<file path="src/timer_wave_pkg.sv">
// Operation
// (RULE1) Nonzero output mode field routes the channel waveform onto its pin.
// (RULE2) Software sets the pin direction to output; override alone drives nothing.
// (RULE3) Channel A non-PWM: 0 off, 1 toggle, 2 clear, 3 set on match.
// (RULE4) Channel A fast PWM: 2 clear on match/set at bottom, 3 inverse.
// (RULE5) Channel A PWM mode 1: disconnected when high mode bit 0, toggles when 1.
// (RULE6) Channel A phase correct: 2 clears counting up, sets counting down; 3 inverse.
// (RULE7) Channel A fast PWM with compare equal top: ignore match, act at bottom.
// (RULE8) Phase correct with compare equal top: ignore match, act at top.
// (RULE9) Channel B non-PWM: 0 off, 1 toggle, 2 clear, 3 set on match.
// (RULE10) Channel B fast PWM: 1 reserved, 2 clear/set bottom, 3 inverse.
// (RULE11) Channel B phase correct: 1 reserved, 2 clear up/set down, 3 inverse.
// (RULE12) Control register A bits 3 and 2 always read zero.
// (RULE13) Mode is high bit from control B plus two low bits; 4, 6 reserved.
// (RULE14) Mode 0 top 0xFF, mode 2 top compare A; immediate update; overflow at MAX.
// (RULE15) Modes 1, 3, 7 top, update point and overflow point as tabulated.
// (RULE16) MAX is 0xFF and BOTTOM is 0x00 in every mode.
// (RULE17) Phase correct mode 5 uses compare A as top, mode 1 uses 0xFF.
// (RULE18) Phase correct counts up to top, holds it one tick, then counts down; the code steps from top to top minus one on the next tick, with no hold.
// (RULE19) Fast PWM counts up to top, then clears on the next tick.
// (RULE20) High waveform mode bit sits at bit 3 of control register B.
// (RULE21) Mode 5 latches new compare values at top.
// (RULE22) Writes to unused control bits are ignored, they keep reading zero.
package timer_wave_pkg;

    localparam logic [7:0] OFS_CTRL_A = 8'h24;
    localparam logic [7:0] OFS_CTRL_B = 8'h25;
    localparam logic [7:0] OFS_COUNT = 8'h26;
    localparam logic [7:0] OFS_CMP_A = 8'h27;
    localparam logic [7:0] OFS_CMP_B = 8'h28;
    localparam logic [7:0] OFS_FLAGS = 8'h35;

    localparam int CA_OUT_A_LSB = 6;
    localparam int CA_OUT_B_LSB = 4;
    localparam int CA_GEN_LOW_LSB = 0;
    localparam int CB_FORCE_A_BIT = 7;
    localparam int CB_FORCE_B_BIT = 6;
    localparam int CB_GEN_HI_BIT = 3;
    localparam int CB_CLK_SEL_LSB = 0;
    localparam int FL_OVF_BIT = 0;
    localparam int FL_MATCH_A_BIT = 1;
    localparam int FL_MATCH_B_BIT = 2;

    localparam logic [7:0] CTRL_A_WMASK = 8'hf3;
    localparam logic [3:0] CTRL_B_WMASK = 4'hf;
    localparam logic [7:0] CTRL_A_RST = 8'h00;
    localparam logic [3:0] CTRL_B_RST = 4'h0;
    localparam logic [7:0] COUNT_RST = 8'h00;
    localparam logic [7:0] CMP_RST = 8'h00;
    localparam logic [2:0] FLAGS_RST = 3'h0;

    localparam logic [7:0] COUNT_MAX = 8'hff;
    localparam logic [7:0] COUNT_BOTTOM = 8'h00;

    localparam logic [2:0] MODE_NORMAL = 3'h0;
    localparam logic [2:0] MODE_PC_FULL = 3'h1;
    localparam logic [2:0] MODE_CTC = 3'h2;
    localparam logic [2:0] MODE_FAST_FULL = 3'h3;
    localparam logic [2:0] MODE_PC_CMP = 3'h5;
    localparam logic [2:0] MODE_FAST_CMP = 3'h7;

    localparam logic [2:0] SEL_STOP = 3'h0;
    localparam logic [2:0] SEL_DIV_1 = 3'h1;
    localparam logic [2:0] SEL_DIV_8 = 3'h2;
    localparam logic [2:0] SEL_DIV_64 = 3'h3;
    localparam logic [2:0] SEL_DIV_256 = 3'h4;
    localparam logic [2:0] SEL_DIV_1024 = 3'h5;
    localparam int PRESC_DIV_8 = 8;
    localparam int PRESC_DIV_64 = 64;
    localparam int PRESC_DIV_256 = 256;
    localparam int PRESC_DIV_1024 = 1024;

    typedef enum logic [1:0] {
        KIND_NONPWM,
        KIND_FAST,
        KIND_PC
    } wave_kind_t;

endpackage : timer_wave_pkg

</file>
<file path="src/timer_wave_control.sv">
// Local design decision: the plain strobed port.
`timescale 1ns/10ps
module timer_wave_control
    import timer_wave_pkg::*;
(
    input wire logic clk_i,
    input wire logic rst_i,
    input wire logic [7:0] addr_i,
    input wire logic [7:0] wdata_i,
    input wire logic wr_i,
    input wire logic rd_i,
    output logic [7:0] rdata_o,
    output logic wave_out_a_o,
    output logic wave_out_b_o,
    output logic pin_override_a_o,
    output logic pin_override_b_o,
    output logic overflow_flag_o,
    output logic match_flag_a_o,
    output logic match_flag_b_o
);

    typedef struct packed {
        logic [7:0] ctrl_a;
        logic [3:0] ctrl_b;
        logic [7:0] count;
        logic dir_up;
        logic [7:0] cmp_a_buf;
        logic [7:0] cmp_a;
        logic [7:0] cmp_b_buf;
        logic [7:0] cmp_b;
        logic block;
        logic [2:0] flags;
        logic [7:0] rdata;
    } timer_state_t;

    timer_state_t st_r;
    timer_state_t st_nxt;

    logic tick;
    logic [2:0] mode;
    wave_kind_t kind;
    logic [7:0] top;
    logic at_top;
    logic at_bottom;
    logic at_max;
    logic ovf_set;
    logic load_cmp;
    logic dir_eff;
    logic fast_bottom;
    logic pc_top;
    logic [2:0] flag_set;
    logic [2:0] flag_clr;
    logic [1:0] match;
    logic [1:0] force_cmp;
    logic [1:0] cmp_eq_top;
    logic [1:0][1:0] out_mode;
    logic [1:0] wave;
    logic [1:0] connect;

    tick_divider #(
        .PRESC_W(10)
    ) u_div (
        .clk_i(clk_i),
        .rst_i(rst_i),
        .clk_sel_i(st_r.ctrl_b[CB_CLK_SEL_LSB +: 3]),
        .tick_o(tick)
    );

    always_comb begin
        st_nxt = st_r;
        flag_set = '0;
        flag_clr = '0;
        force_cmp = '0;
        ovf_set = 1'b0;
        load_cmp = 1'b0;

        // Three-bit mode from both control registers
        mode = {st_r.ctrl_b[CB_GEN_HI_BIT], st_r.ctrl_a[CA_GEN_LOW_LSB +: 2]}; // [RULE13] [RULE20]

        case (mode)
            MODE_PC_FULL,
            MODE_PC_CMP: kind = KIND_PC;
            MODE_FAST_FULL,
            MODE_FAST_CMP: kind = KIND_FAST;
            default: kind = KIND_NONPWM;
        endcase

        // Reserved modes 4 and 6 run as plain counting
        if (mode == MODE_CTC || mode == MODE_PC_CMP || mode == MODE_FAST_CMP) begin
            top = st_r.cmp_a; // [RULE14] [RULE15] [RULE17]
        end else begin
            top = COUNT_MAX; // [RULE14] [RULE15] [RULE17]
        end

        at_top = st_r.count == top;
        at_bottom = st_r.count == COUNT_BOTTOM; // [RULE16]
        at_max = st_r.count == COUNT_MAX; // [RULE16]
        dir_eff = st_r.dir_up | at_bottom;
        fast_bottom = tick && kind == KIND_FAST && at_top;
        pc_top = tick && kind == KIND_PC && at_top && st_r.dir_up;

        // A count write blocks the compare on the next tick
        match[0] = tick && !st_r.block && st_r.count == st_r.cmp_a;
        match[1] = tick && !st_r.block && st_r.count == st_r.cmp_b;
        cmp_eq_top[0] = st_r.cmp_a == top; // [RULE7] [RULE8]
        cmp_eq_top[1] = st_r.cmp_b == top; // [RULE8]
        out_mode[0] = st_r.ctrl_a[CA_OUT_A_LSB +: 2];
        out_mode[1] = st_r.ctrl_a[CA_OUT_B_LSB +: 2];

        if (tick) begin
            st_nxt.block = 1'b0;
            case (kind)
                KIND_PC: begin
                    if (st_r.dir_up) begin
                        if (at_top) begin
                            st_nxt.dir_up = 1'b0; // [RULE18]
                            st_nxt.count = st_r.count - 1'b1;
                        end else begin
                            st_nxt.count = st_r.count + 1'b1;
                        end
                    end else begin
                        if (at_bottom) begin
                            st_nxt.dir_up = 1'b1;
                            st_nxt.count = st_r.count + 1'b1;
                        end else begin
                            st_nxt.count = st_r.count - 1'b1;
                        end
                    end
                end
                default: begin
                    st_nxt.dir_up = 1'b1;
                    if (at_top) begin
                        st_nxt.count = COUNT_BOTTOM; // [RULE19]
                    end else begin
                        st_nxt.count = st_r.count + 1'b1;
                    end
                end
            endcase

            case (mode)
                MODE_PC_FULL,
                MODE_PC_CMP: begin
                    ovf_set = at_bottom; // [RULE15]
                    load_cmp = at_top && st_r.dir_up; // [RULE15] [RULE21]
                end
                MODE_FAST_FULL: begin
                    ovf_set = at_max; // [RULE15]
                    load_cmp = at_top; // [RULE15]
                end
                MODE_FAST_CMP: begin
                    ovf_set = at_top; // [RULE15]
                    load_cmp = at_top; // [RULE15]
                end
                default: begin
                    ovf_set = at_max; // [RULE14]
                end
            endcase
        end

        // Double buffered modes take the new compare values at their update point
        if (kind == KIND_NONPWM) begin
            st_nxt.cmp_a = st_r.cmp_a_buf; // [RULE14]
            st_nxt.cmp_b = st_r.cmp_b_buf; // [RULE14]
        end else if (load_cmp) begin
            st_nxt.cmp_a = st_r.cmp_a_buf;
            st_nxt.cmp_b = st_r.cmp_b_buf;
        end

        flag_set[FL_OVF_BIT] = ovf_set;
        flag_set[FL_MATCH_A_BIT] = match[0];
        flag_set[FL_MATCH_B_BIT] = match[1];

        if (wr_i) begin
            if (addr_i == OFS_CTRL_A) begin
                st_nxt.ctrl_a = wdata_i & CTRL_A_WMASK; // [RULE12] [RULE22]
            end else if (addr_i == OFS_CTRL_B) begin
                st_nxt.ctrl_b = wdata_i[3:0] & CTRL_B_WMASK;
                if (kind == KIND_NONPWM) begin
                    force_cmp[0] = wdata_i[CB_FORCE_A_BIT];
                    force_cmp[1] = wdata_i[CB_FORCE_B_BIT];
                end
            end else if (addr_i == OFS_COUNT) begin
                st_nxt.count = wdata_i;
                st_nxt.block = 1'b1;
            end else if (addr_i == OFS_CMP_A) begin
                st_nxt.cmp_a_buf = wdata_i;
                if (kind == KIND_NONPWM) begin
                    st_nxt.cmp_a = wdata_i; // [RULE14]
                end
            end else if (addr_i == OFS_CMP_B) begin
                st_nxt.cmp_b_buf = wdata_i;
                if (kind == KIND_NONPWM) begin
                    st_nxt.cmp_b = wdata_i; // [RULE14]
                end
            end else if (addr_i == OFS_FLAGS) begin
                flag_clr = wdata_i[2:0];
            end
        end

        // A flag raised in the cycle it is cleared stays set
        st_nxt.flags = (st_r.flags & ~flag_clr) | flag_set;

        st_nxt.rdata = 8'h00;
        if (rd_i) begin
            if (addr_i == OFS_CTRL_A) begin
                st_nxt.rdata = st_r.ctrl_a & CTRL_A_WMASK; // [RULE12]
            end else if (addr_i == OFS_CTRL_B) begin
                st_nxt.rdata = {4'h0, st_r.ctrl_b};
            end else if (addr_i == OFS_COUNT) begin
                st_nxt.rdata = st_r.count;
            end else if (addr_i == OFS_CMP_A) begin
                st_nxt.rdata = st_r.cmp_a_buf;
            end else if (addr_i == OFS_CMP_B) begin
                st_nxt.rdata = st_r.cmp_b_buf;
            end else if (addr_i == OFS_FLAGS) begin
                st_nxt.rdata = {5'h00, st_r.flags};
            end
        end
    end

    for (genvar g = 0; g < 2; g++) begin : g_chan
        wave_channel #(
            .TOGGLE_IN_PWM(g == 0)
        ) u_chan (
            .clk_i(clk_i),
            .rst_i(rst_i),
            .kind_i(kind),
            .out_mode_i(out_mode[g]),
            .gen_hi_i(st_r.ctrl_b[CB_GEN_HI_BIT]),
            .match_i(match[g]),
            .force_i(force_cmp[g]),
            .cmp_eq_top_i(cmp_eq_top[g]),
            .fast_bottom_i(fast_bottom),
            .pc_top_i(pc_top),
            .dir_up_i(dir_eff),
            .wave_o(wave[g]),
            .connect_o(connect[g])
        );
    end

    assign rdata_o = st_r.rdata;
    assign wave_out_a_o = wave[0];
    assign wave_out_b_o = wave[1];
    // Pin still needs its direction bit set outside to drive [RULE2]
    assign pin_override_a_o = connect[0]; // [RULE1]
    assign pin_override_b_o = connect[1]; // [RULE1]
    assign overflow_flag_o = st_r.flags[FL_OVF_BIT];
    assign match_flag_a_o = st_r.flags[FL_MATCH_A_BIT];
    assign match_flag_b_o = st_r.flags[FL_MATCH_B_BIT];

    always_ff @(posedge clk_i or posedge rst_i) begin
        if (rst_i) begin
            st_r.ctrl_a <= CTRL_A_RST;
            st_r.ctrl_b <= CTRL_B_RST;
            st_r.count <= COUNT_RST;
            st_r.dir_up <= 1'b1;
            st_r.cmp_a_buf <= CMP_RST;
            st_r.cmp_a <= CMP_RST;
            st_r.cmp_b_buf <= CMP_RST;
            st_r.cmp_b <= CMP_RST;
            st_r.block <= 1'b0;
            st_r.flags <= FLAGS_RST;
            st_r.rdata <= 8'h00;
        end else begin
            st_r <= st_nxt;
        end
    end

endmodule : timer_wave_control

</file>
<file path="src/tick_divider.sv">
`timescale 1ns/10ps
module tick_divider
    import timer_wave_pkg::*;
#(
    parameter int PRESC_W = 10
) (
    input wire logic clk_i,
    input wire logic rst_i,
    input wire logic [2:0] clk_sel_i,
    output logic tick_o
);

    typedef struct packed {
        logic [PRESC_W-1:0] presc;
    } div_state_t;

    div_state_t div_r;
    div_state_t div_nxt;

    function automatic logic at_end(input logic [PRESC_W-1:0] cnt, input int ratio);
        logic [PRESC_W-1:0] last;
        last = PRESC_W'(ratio - 1);
        return (cnt & last) == last;
    endfunction : at_end

    always_comb begin
        div_nxt = div_r;
        div_nxt.presc = div_r.presc + 1'b1;
        case (clk_sel_i)
            SEL_DIV_1: tick_o = 1'b1;
            SEL_DIV_8: tick_o = at_end(div_r.presc, PRESC_DIV_8);
            SEL_DIV_64: tick_o = at_end(div_r.presc, PRESC_DIV_64);
            SEL_DIV_256: tick_o = at_end(div_r.presc, PRESC_DIV_256);
            SEL_DIV_1024: tick_o = at_end(div_r.presc, PRESC_DIV_1024);
            default: tick_o = 1'b0;
        endcase
    end

    always_ff @(posedge clk_i or posedge rst_i) begin
        if (rst_i) begin
            div_r <= '0;
        end else begin
            div_r <= div_nxt;
        end
    end

endmodule : tick_divider

</file>
<file path="src/wave_channel.sv">
`timescale 1ns/10ps
module wave_channel
    import timer_wave_pkg::*;
#(
    parameter bit TOGGLE_IN_PWM = 1'b1
) (
    input wire logic clk_i,
    input wire logic rst_i,
    input wire wave_kind_t kind_i,
    input wire logic [1:0] out_mode_i,
    input wire logic gen_hi_i,
    input wire logic match_i,
    input wire logic force_i,
    input wire logic cmp_eq_top_i,
    input wire logic fast_bottom_i,
    input wire logic pc_top_i,
    input wire logic dir_up_i,
    output logic wave_o,
    output logic connect_o
);

    typedef struct packed {
        logic wave;
    } chan_state_t;

    chan_state_t ch_r;
    chan_state_t ch_nxt;
    logic pwm_toggle;

    always_comb begin
        ch_nxt = ch_r;
        pwm_toggle = TOGGLE_IN_PWM && gen_hi_i && out_mode_i == 2'h1; // [RULE5] [RULE10] [RULE11]
        if (out_mode_i == 2'h0) begin
            connect_o = 1'b0;
        end else if (kind_i != KIND_NONPWM && out_mode_i == 2'h1) begin
            connect_o = pwm_toggle; // [RULE5]
        end else begin
            connect_o = 1'b1; // [RULE1]
        end
        case (kind_i)
            KIND_NONPWM: begin
                if (match_i || force_i) begin // [RULE3] [RULE9]
                    case (out_mode_i)
                        2'h1: ch_nxt.wave = ~ch_r.wave;
                        2'h2: ch_nxt.wave = 1'b0;
                        2'h3: ch_nxt.wave = 1'b1;
                        default: ch_nxt.wave = ch_r.wave;
                    endcase
                end
            end
            KIND_FAST: begin
                if (pwm_toggle && match_i) begin
                    ch_nxt.wave = ~ch_r.wave; // [RULE5]
                end else if (out_mode_i[1]) begin
                    if (match_i && !cmp_eq_top_i) begin
                        ch_nxt.wave = out_mode_i[0]; // [RULE4] [RULE7] [RULE10]
                    end
                    if (fast_bottom_i) begin
                        ch_nxt.wave = ~out_mode_i[0]; // [RULE4] [RULE10]
                    end
                end
            end
            default: begin
                if (pwm_toggle && match_i) begin
                    ch_nxt.wave = ~ch_r.wave; // [RULE5]
                end else if (out_mode_i[1]) begin
                    if (cmp_eq_top_i) begin
                        if (pc_top_i) begin
                            ch_nxt.wave = ~out_mode_i[0]; // [RULE8]
                        end
                    end else if (match_i) begin
                        ch_nxt.wave = dir_up_i ? out_mode_i[0] : ~out_mode_i[0]; // [RULE6] [RULE11]
                    end
                end
            end
        endcase
    end

    assign wave_o = ch_r.wave;

    always_ff @(posedge clk_i or posedge rst_i) begin
        if (rst_i) begin
            ch_r <= '0;
        end else begin
            ch_r <= ch_nxt;
        end
    end

endmodule : wave_channel

</file>
<file path="config.mk">
export PLATFORM = sky130hd
export DESIGN_NAME = timer_wave_control
export DESIGN_NICKNAME = d
export VERILOG_FILES = /design/src/timer_wave_pkg.sv /design/src/timer_wave_control.sv /design/src/tick_divider.sv /design/src/wave_channel.sv
export SDC_FILE = /design/constraint.sdc
export NUM_CORES = 1
export LEC_CHECK = 0
export BUFFER_PORTS_ARGS = -buffer_cell sky130_fd_sc_hd__buf_4
export CAP_MARGIN = 5
export CORE_MARGIN = 2
export CORE_UTILIZATION = 60
export DETAILED_ROUTE_END_ITERATION = 8
export PLACE_DENSITY_LB_ADDON = 0.1
export SLEW_MARGIN = 20
export SYNTH_ARGS = -nofsm -noshare
export SYNTH_HDL_FRONTEND = slang
export SYNTH_SLANG_ARGS = --single-unit
export TNS_END_PERCENT = 30
</file>
<file path="constraint.sdc">
create_clock -name clk_i -period 3.4 [get_ports clk_i]
set_input_delay 0.51 -clock clk_i [delete_from_list [all_inputs] [get_ports clk_i]]
set_output_delay 0.51 -clock clk_i [all_outputs]
set_load 0.05 [all_outputs]
</file>
Word-level counts from Yosys, hierarchy flattened. Cells that the tools add are included.

Equal/unequal tests: 44. Add/subtract/negate cells: 3. Magnitude comparators: 0. Shift operators: 0. Divide/modulo/power cells: 0. Multiply operators: 0. Bitwise logic cells: 12. Reductions and logical operators: 39. Muxes and demuxes: 80.

Operator list (count): two-way mux 8 bit (21); two-way mux 25 bit (3); equality test 8 x 6 -> 1 bit, second input constant (6); equality test 8 bit (5); two-way mux 16 bit (2); two-way mux 1 bit (30); two-way mux 9 bit (3); two-way mux 24 bit (1); two-way mux 3 bit (8); equality test 8 bit, second input constant (2); equality test 3 bit, second input constant (5); logical AND 1 bit (15); AND reduction 7 bit (2); equality test 3 x 2 -> 1 bit, second input constant (4); adder 10 x 1 -> 10 bit, second input constant (1); equality test 10 bit, second input constant (1); equality test 2 bit, second input constant (5); adder 8 x 1 -> 8 bit, second input constant (1); zero test 8 bit (1); two-way mux 2 bit (4); != test 4 x 1 -> 1 bit, second input constant (2); inverter 1 bit (8); one-hot mux 1 bit (2 select lines) (4); subtractor 8 x 1 -> 8 bit, second input constant (1); other kinds (28) (43).

Memory bits (read-only): 0. Latch bits: 0. Word-level logic and storage cells: 192. Output and inout bits: 15. Input port bits: 20. Memories: 0. Bits in writable memories: 0. Register bits: 75.

Logic depth before layout (Yosys ltp).
Depth in word-level cells: 17. Depth in mapped cells: 11. Gate-level depth less buffers: 9.

Cells and area by module. Synthesis repeated with hierarchy kept, for this count alone.

Cell total of the unflattened synthesis: 553. Area total of the unflattened synthesis: 5151.2 um^2.

Modules (own cells, without submodules): timer_wave_control (times used 1, area each 4284.1 um^2, cells an instance 460); tick_divider (times used 1, area each 469.2 um^2, cells an instance 37); wave_channel at g_chan[0].u_chan (times used 1, area each 226.5 um^2, cells an instance 33); wave_channel at g_chan[1].u_chan (times used 1, area each 171.4 um^2, cells an instance 23).

Worst setup path before layout. OpenSTA, ideal clock, no wires.

Kind: register to register. Start: reg st_r (netlist bit mode[0]). End: reg st_r[17] in the netlist's numbering. Slack: 696 ps. Arrival: 2568 ps. Setup time: 135 ps. Stages on the path, launching flop included: 12. Required time: 3265 ps. Cell sequence: dfrtp_1 > buf_6 > or3b_4 > buf_6 > a21oi_1 > xnor2_1 > o2111a_1 > nand2_1 > o31ai_4 > buf_6 > mux2i_1 > o21ai_1.

RTL lines: from (decl) (line timer_wave_control.sv:36) `timer_state_t st_r;`; from (signal assigned) (line timer_wave_control.sv:265) `st_r <= st_nxt;`.

==> results.json <==
{
  "status": "complete, no violations",
  "worstSetupPathType": "register to register",
  "drc": 0,
  "final_nets": 601,
  "track_usage": 0.351,
  "clock-root-buffer": "clkbuf_8",
  "vdd_ir_drop_max_mv": 0.453,
  "ys_seq_area_frac": 0.378,
  "setup_viol": 0,
  "final_cell_mix": "74 x dfrtp_1, 72 x nand2_1, 53 x buf_4",
  "final_common_cell": "dfrtp_1",
  "start_util": 0.610,
  "avgSynthCellArea_um2": 9.11,
  "syn_nets": 576,
  "start_kind": "register",
  "nFillCells": 659,
  "avgViaCountPerCell": 6.71,
  "crit_fanout": 13,
  "stdcell_area_mm2": 0.00552,
  "synth_ff_type": "dfrtp_1",
  "io_pins": 35,
  "r2r_cells": 9,
  "netlist_instances": 545,
  "cp.arrival_ns": 3.47,
  "cap_viol_max_count": 0,
  "clock.fmax_mhz": 317,
  "ys_warn_count": 0,
  "critical_path.endpoint_type": "register",
  "ys_ff_latch": 75,
  "skew_ns": 0.0133,
  "grt_max_degree": 33,
  "coreArea_mm2": 0.00813,
  "antenna_left": 0,
  "leakagePower_nw": 2.47,
  "die_h_um": 95.0,
  "r2r_setup_slack_ns": 0.24,
  "fp.dieW_um": 95.0,
  "vias": 4557,
  "post_cts.repair.setup_buffers": 0,
  "dieArea_mm2": 0.00902,
  "clockBufferDepth": 2,
  "rsz0062_at_grt": "false",
  "maxSlewHeadroom": 0.434,
  "holdBufCountCts": 0,
  "dp_hpwl_um": 10500,
  "finalHoldViolCount": 0,
  "synth_edf_count": 0,
  "grt_pass1_wl_um": 23700,
  "cp_data_required_time_ns": 3.72,
  "cts_resized": 0,
  "wl_per_cell_um": 21.6,
  "worstMarginPinSlew_ns": 0.838,
  "firstDrtPassIters": 5,
  "period_needed_ns": 3.16,
  "cts_max_level": 3,
  "antenna_found_initial": 0,
  "place_area_mm2": 0.00528,
  "postLayoutCoreUtil": 0.679,
  "layout-drive-gt1-share": 0.183,
  "synth_cell_types": 76,
  "row_count": 33,
  "numCtsBuffers": 9,
  "finalMaxSlewViolations": 0,
  "reg2reg_from": "u_div.div_r[0]",
  "setup_tns_ns": 0,
  "area_growth_pct": 11.2,
  "netlist_area_mm2": 0.00496,
  "diodes": 0,
  "port_buffers": 34,
  "clock_sinks": 75,
  "cts.clk_slew.worst_paths_ns": 0.09,
  "powerDensity_mw_per_mm2": 503,
  "routed_wl_um": 14700,
  "hold_path_class": "input port to async pin",
  "drt-initial-drc-count": 456,
  "grt_overflow": 0,
  "clk-insertion-delay-late_ns": 0.37,
  "first_global_vias": 4514,
  "cts_tree": "built",
  "timing.final.crit_share": 0.929,
  "gp_congestion": 0.986,
  "rr_endpoint": "st_r[51]",
  "async_reset_ff_frac": 1.00
}
-- critical path: stages (launching register included) --
cell and delay [ns]:
dfrtp_1 0.40, ha_1 0.25, nand4_1 0.13, o41ai_1 0.43
o211ai_1 0.43, buf_4 0.33, nor3_1 0.22, a21boi_0 0.53
a221o_1 0.24, o221a_2 0.17
-- worst max-delay path by stage --
stage                    from  endpoint  slack (ns)  cells past startpoint
2_1_floorplan         mode[0]  st_r[17]        0.70                     11
3_3_place_gp   u_div.div_r[0]  st_r[51]        0.42                      9
3_5_place_dp   u_div.div_r[0]  st_r[51]        0.34                      9
4_1_cts        u_div.div_r[0]  st_r[51]        0.28                      9
5_1_grt        u_div.div_r[0]  st_r[51]       0.007                      9
6_report       u_div.div_r[0]  st_r[51]        0.24                      9
-- kinds of logic (layout without fill, tap and decap cells) --
| logic type | Yosys count | count (layout) | share of synthesized area |
|---|---|---|---|
| multiplexers | 45 | 45 | 0.0965 |
| AO/OA/AOI/OAI | 132 | 132 | 0.190 |
| adder cells (fa/ha/maj) | 11 | 11 | 0.0277 |
| XOR/XNOR | 34 | 34 | 0.0600 |
| AND/OR/NAND/NOR | 193 | 193 | 0.193 |
| buffers and inverters | 55 | 84 | 0.0547 |
| flip-flops | 75 | 75 | 0.378 |
-- layer usage --
metal	track usage	wire [um]
met5	0	0
met4	0.155	650
met3	0.0607	1170
met2	0.552	6760
met1	0.476	6110
-- report_power, final --
group / internal (W) / leakage [nW] / total, W / switching (W)
sequential: 0.000969 / 0.991 / 0.00113 / 0.000160
combinational: 0.000336 / 1.37 / 0.000803 / 0.000468
clock: 0.000486 / 0.112 / 0.000846 / 0.000360
total: 0.00179 / 2.47 / 0.00278 / 0.000988
-- synthesized netlist by cell type (9+ instances only) --
library cell  count  area [um2]
buf_4             9        67.6
nand3_1          17        85.1
o21ai_1          19        95.1
nor3_1           15        75.1
a221oi_1          9        78.8
nand2_1          72         270
nor2_1           37         139
o21ai_0          18        90.1
mux2_2           23         259
xor2_1            9        78.8
xnor2_1          25         219
a21oi_1          21         105
mux2i_1          22         220
ha_1             11         138
clkbuf_1         20        75.1
dfrtp_1          74        1850
inv_1            16        60.1
-- through the flow --
step / setup WS [ns] / total power, W / instances / hold WS, ns
floorplan: 0.696 / 0.00166 / 545 / 0.440
global placement: 0.416 / 0.00191 / 664 / 0.459
detailed placement: 0.337 / 0.00192 / 664 / 0.469
CTS: 0.283 / 0.00276 / 679 / 0.254
global route: 0.00698 / 0.00290 / 679 / 0.296
finish: 0.241 / 0.00278 / 679 / 0.233
-- sequential cells by signal (all words and copies together), names as in the netlist --
register	count
match_flag_a_o	1
g_chan.u_chan.wave_o	2
mode	3
out_mode	4
u_div.div_r	10
match_flag_b_o	1
st_r	45
overflow_flag_o	1
rdata_o	8
-- cell type report --
cell class	count	area, um2	share of cell area
Clock inverter	6	114	0.0206
Multi-Input combinational cell	415	2820	0.510
Tap cell	105	131	0.0238
Clock buffer	9	124	0.0224
Inverter	16	60.1	0.0109
Sequential cell	75	1880	0.340
Timing Repair Buffer	53	398	0.0721
(Power assumes the default switching activity.)
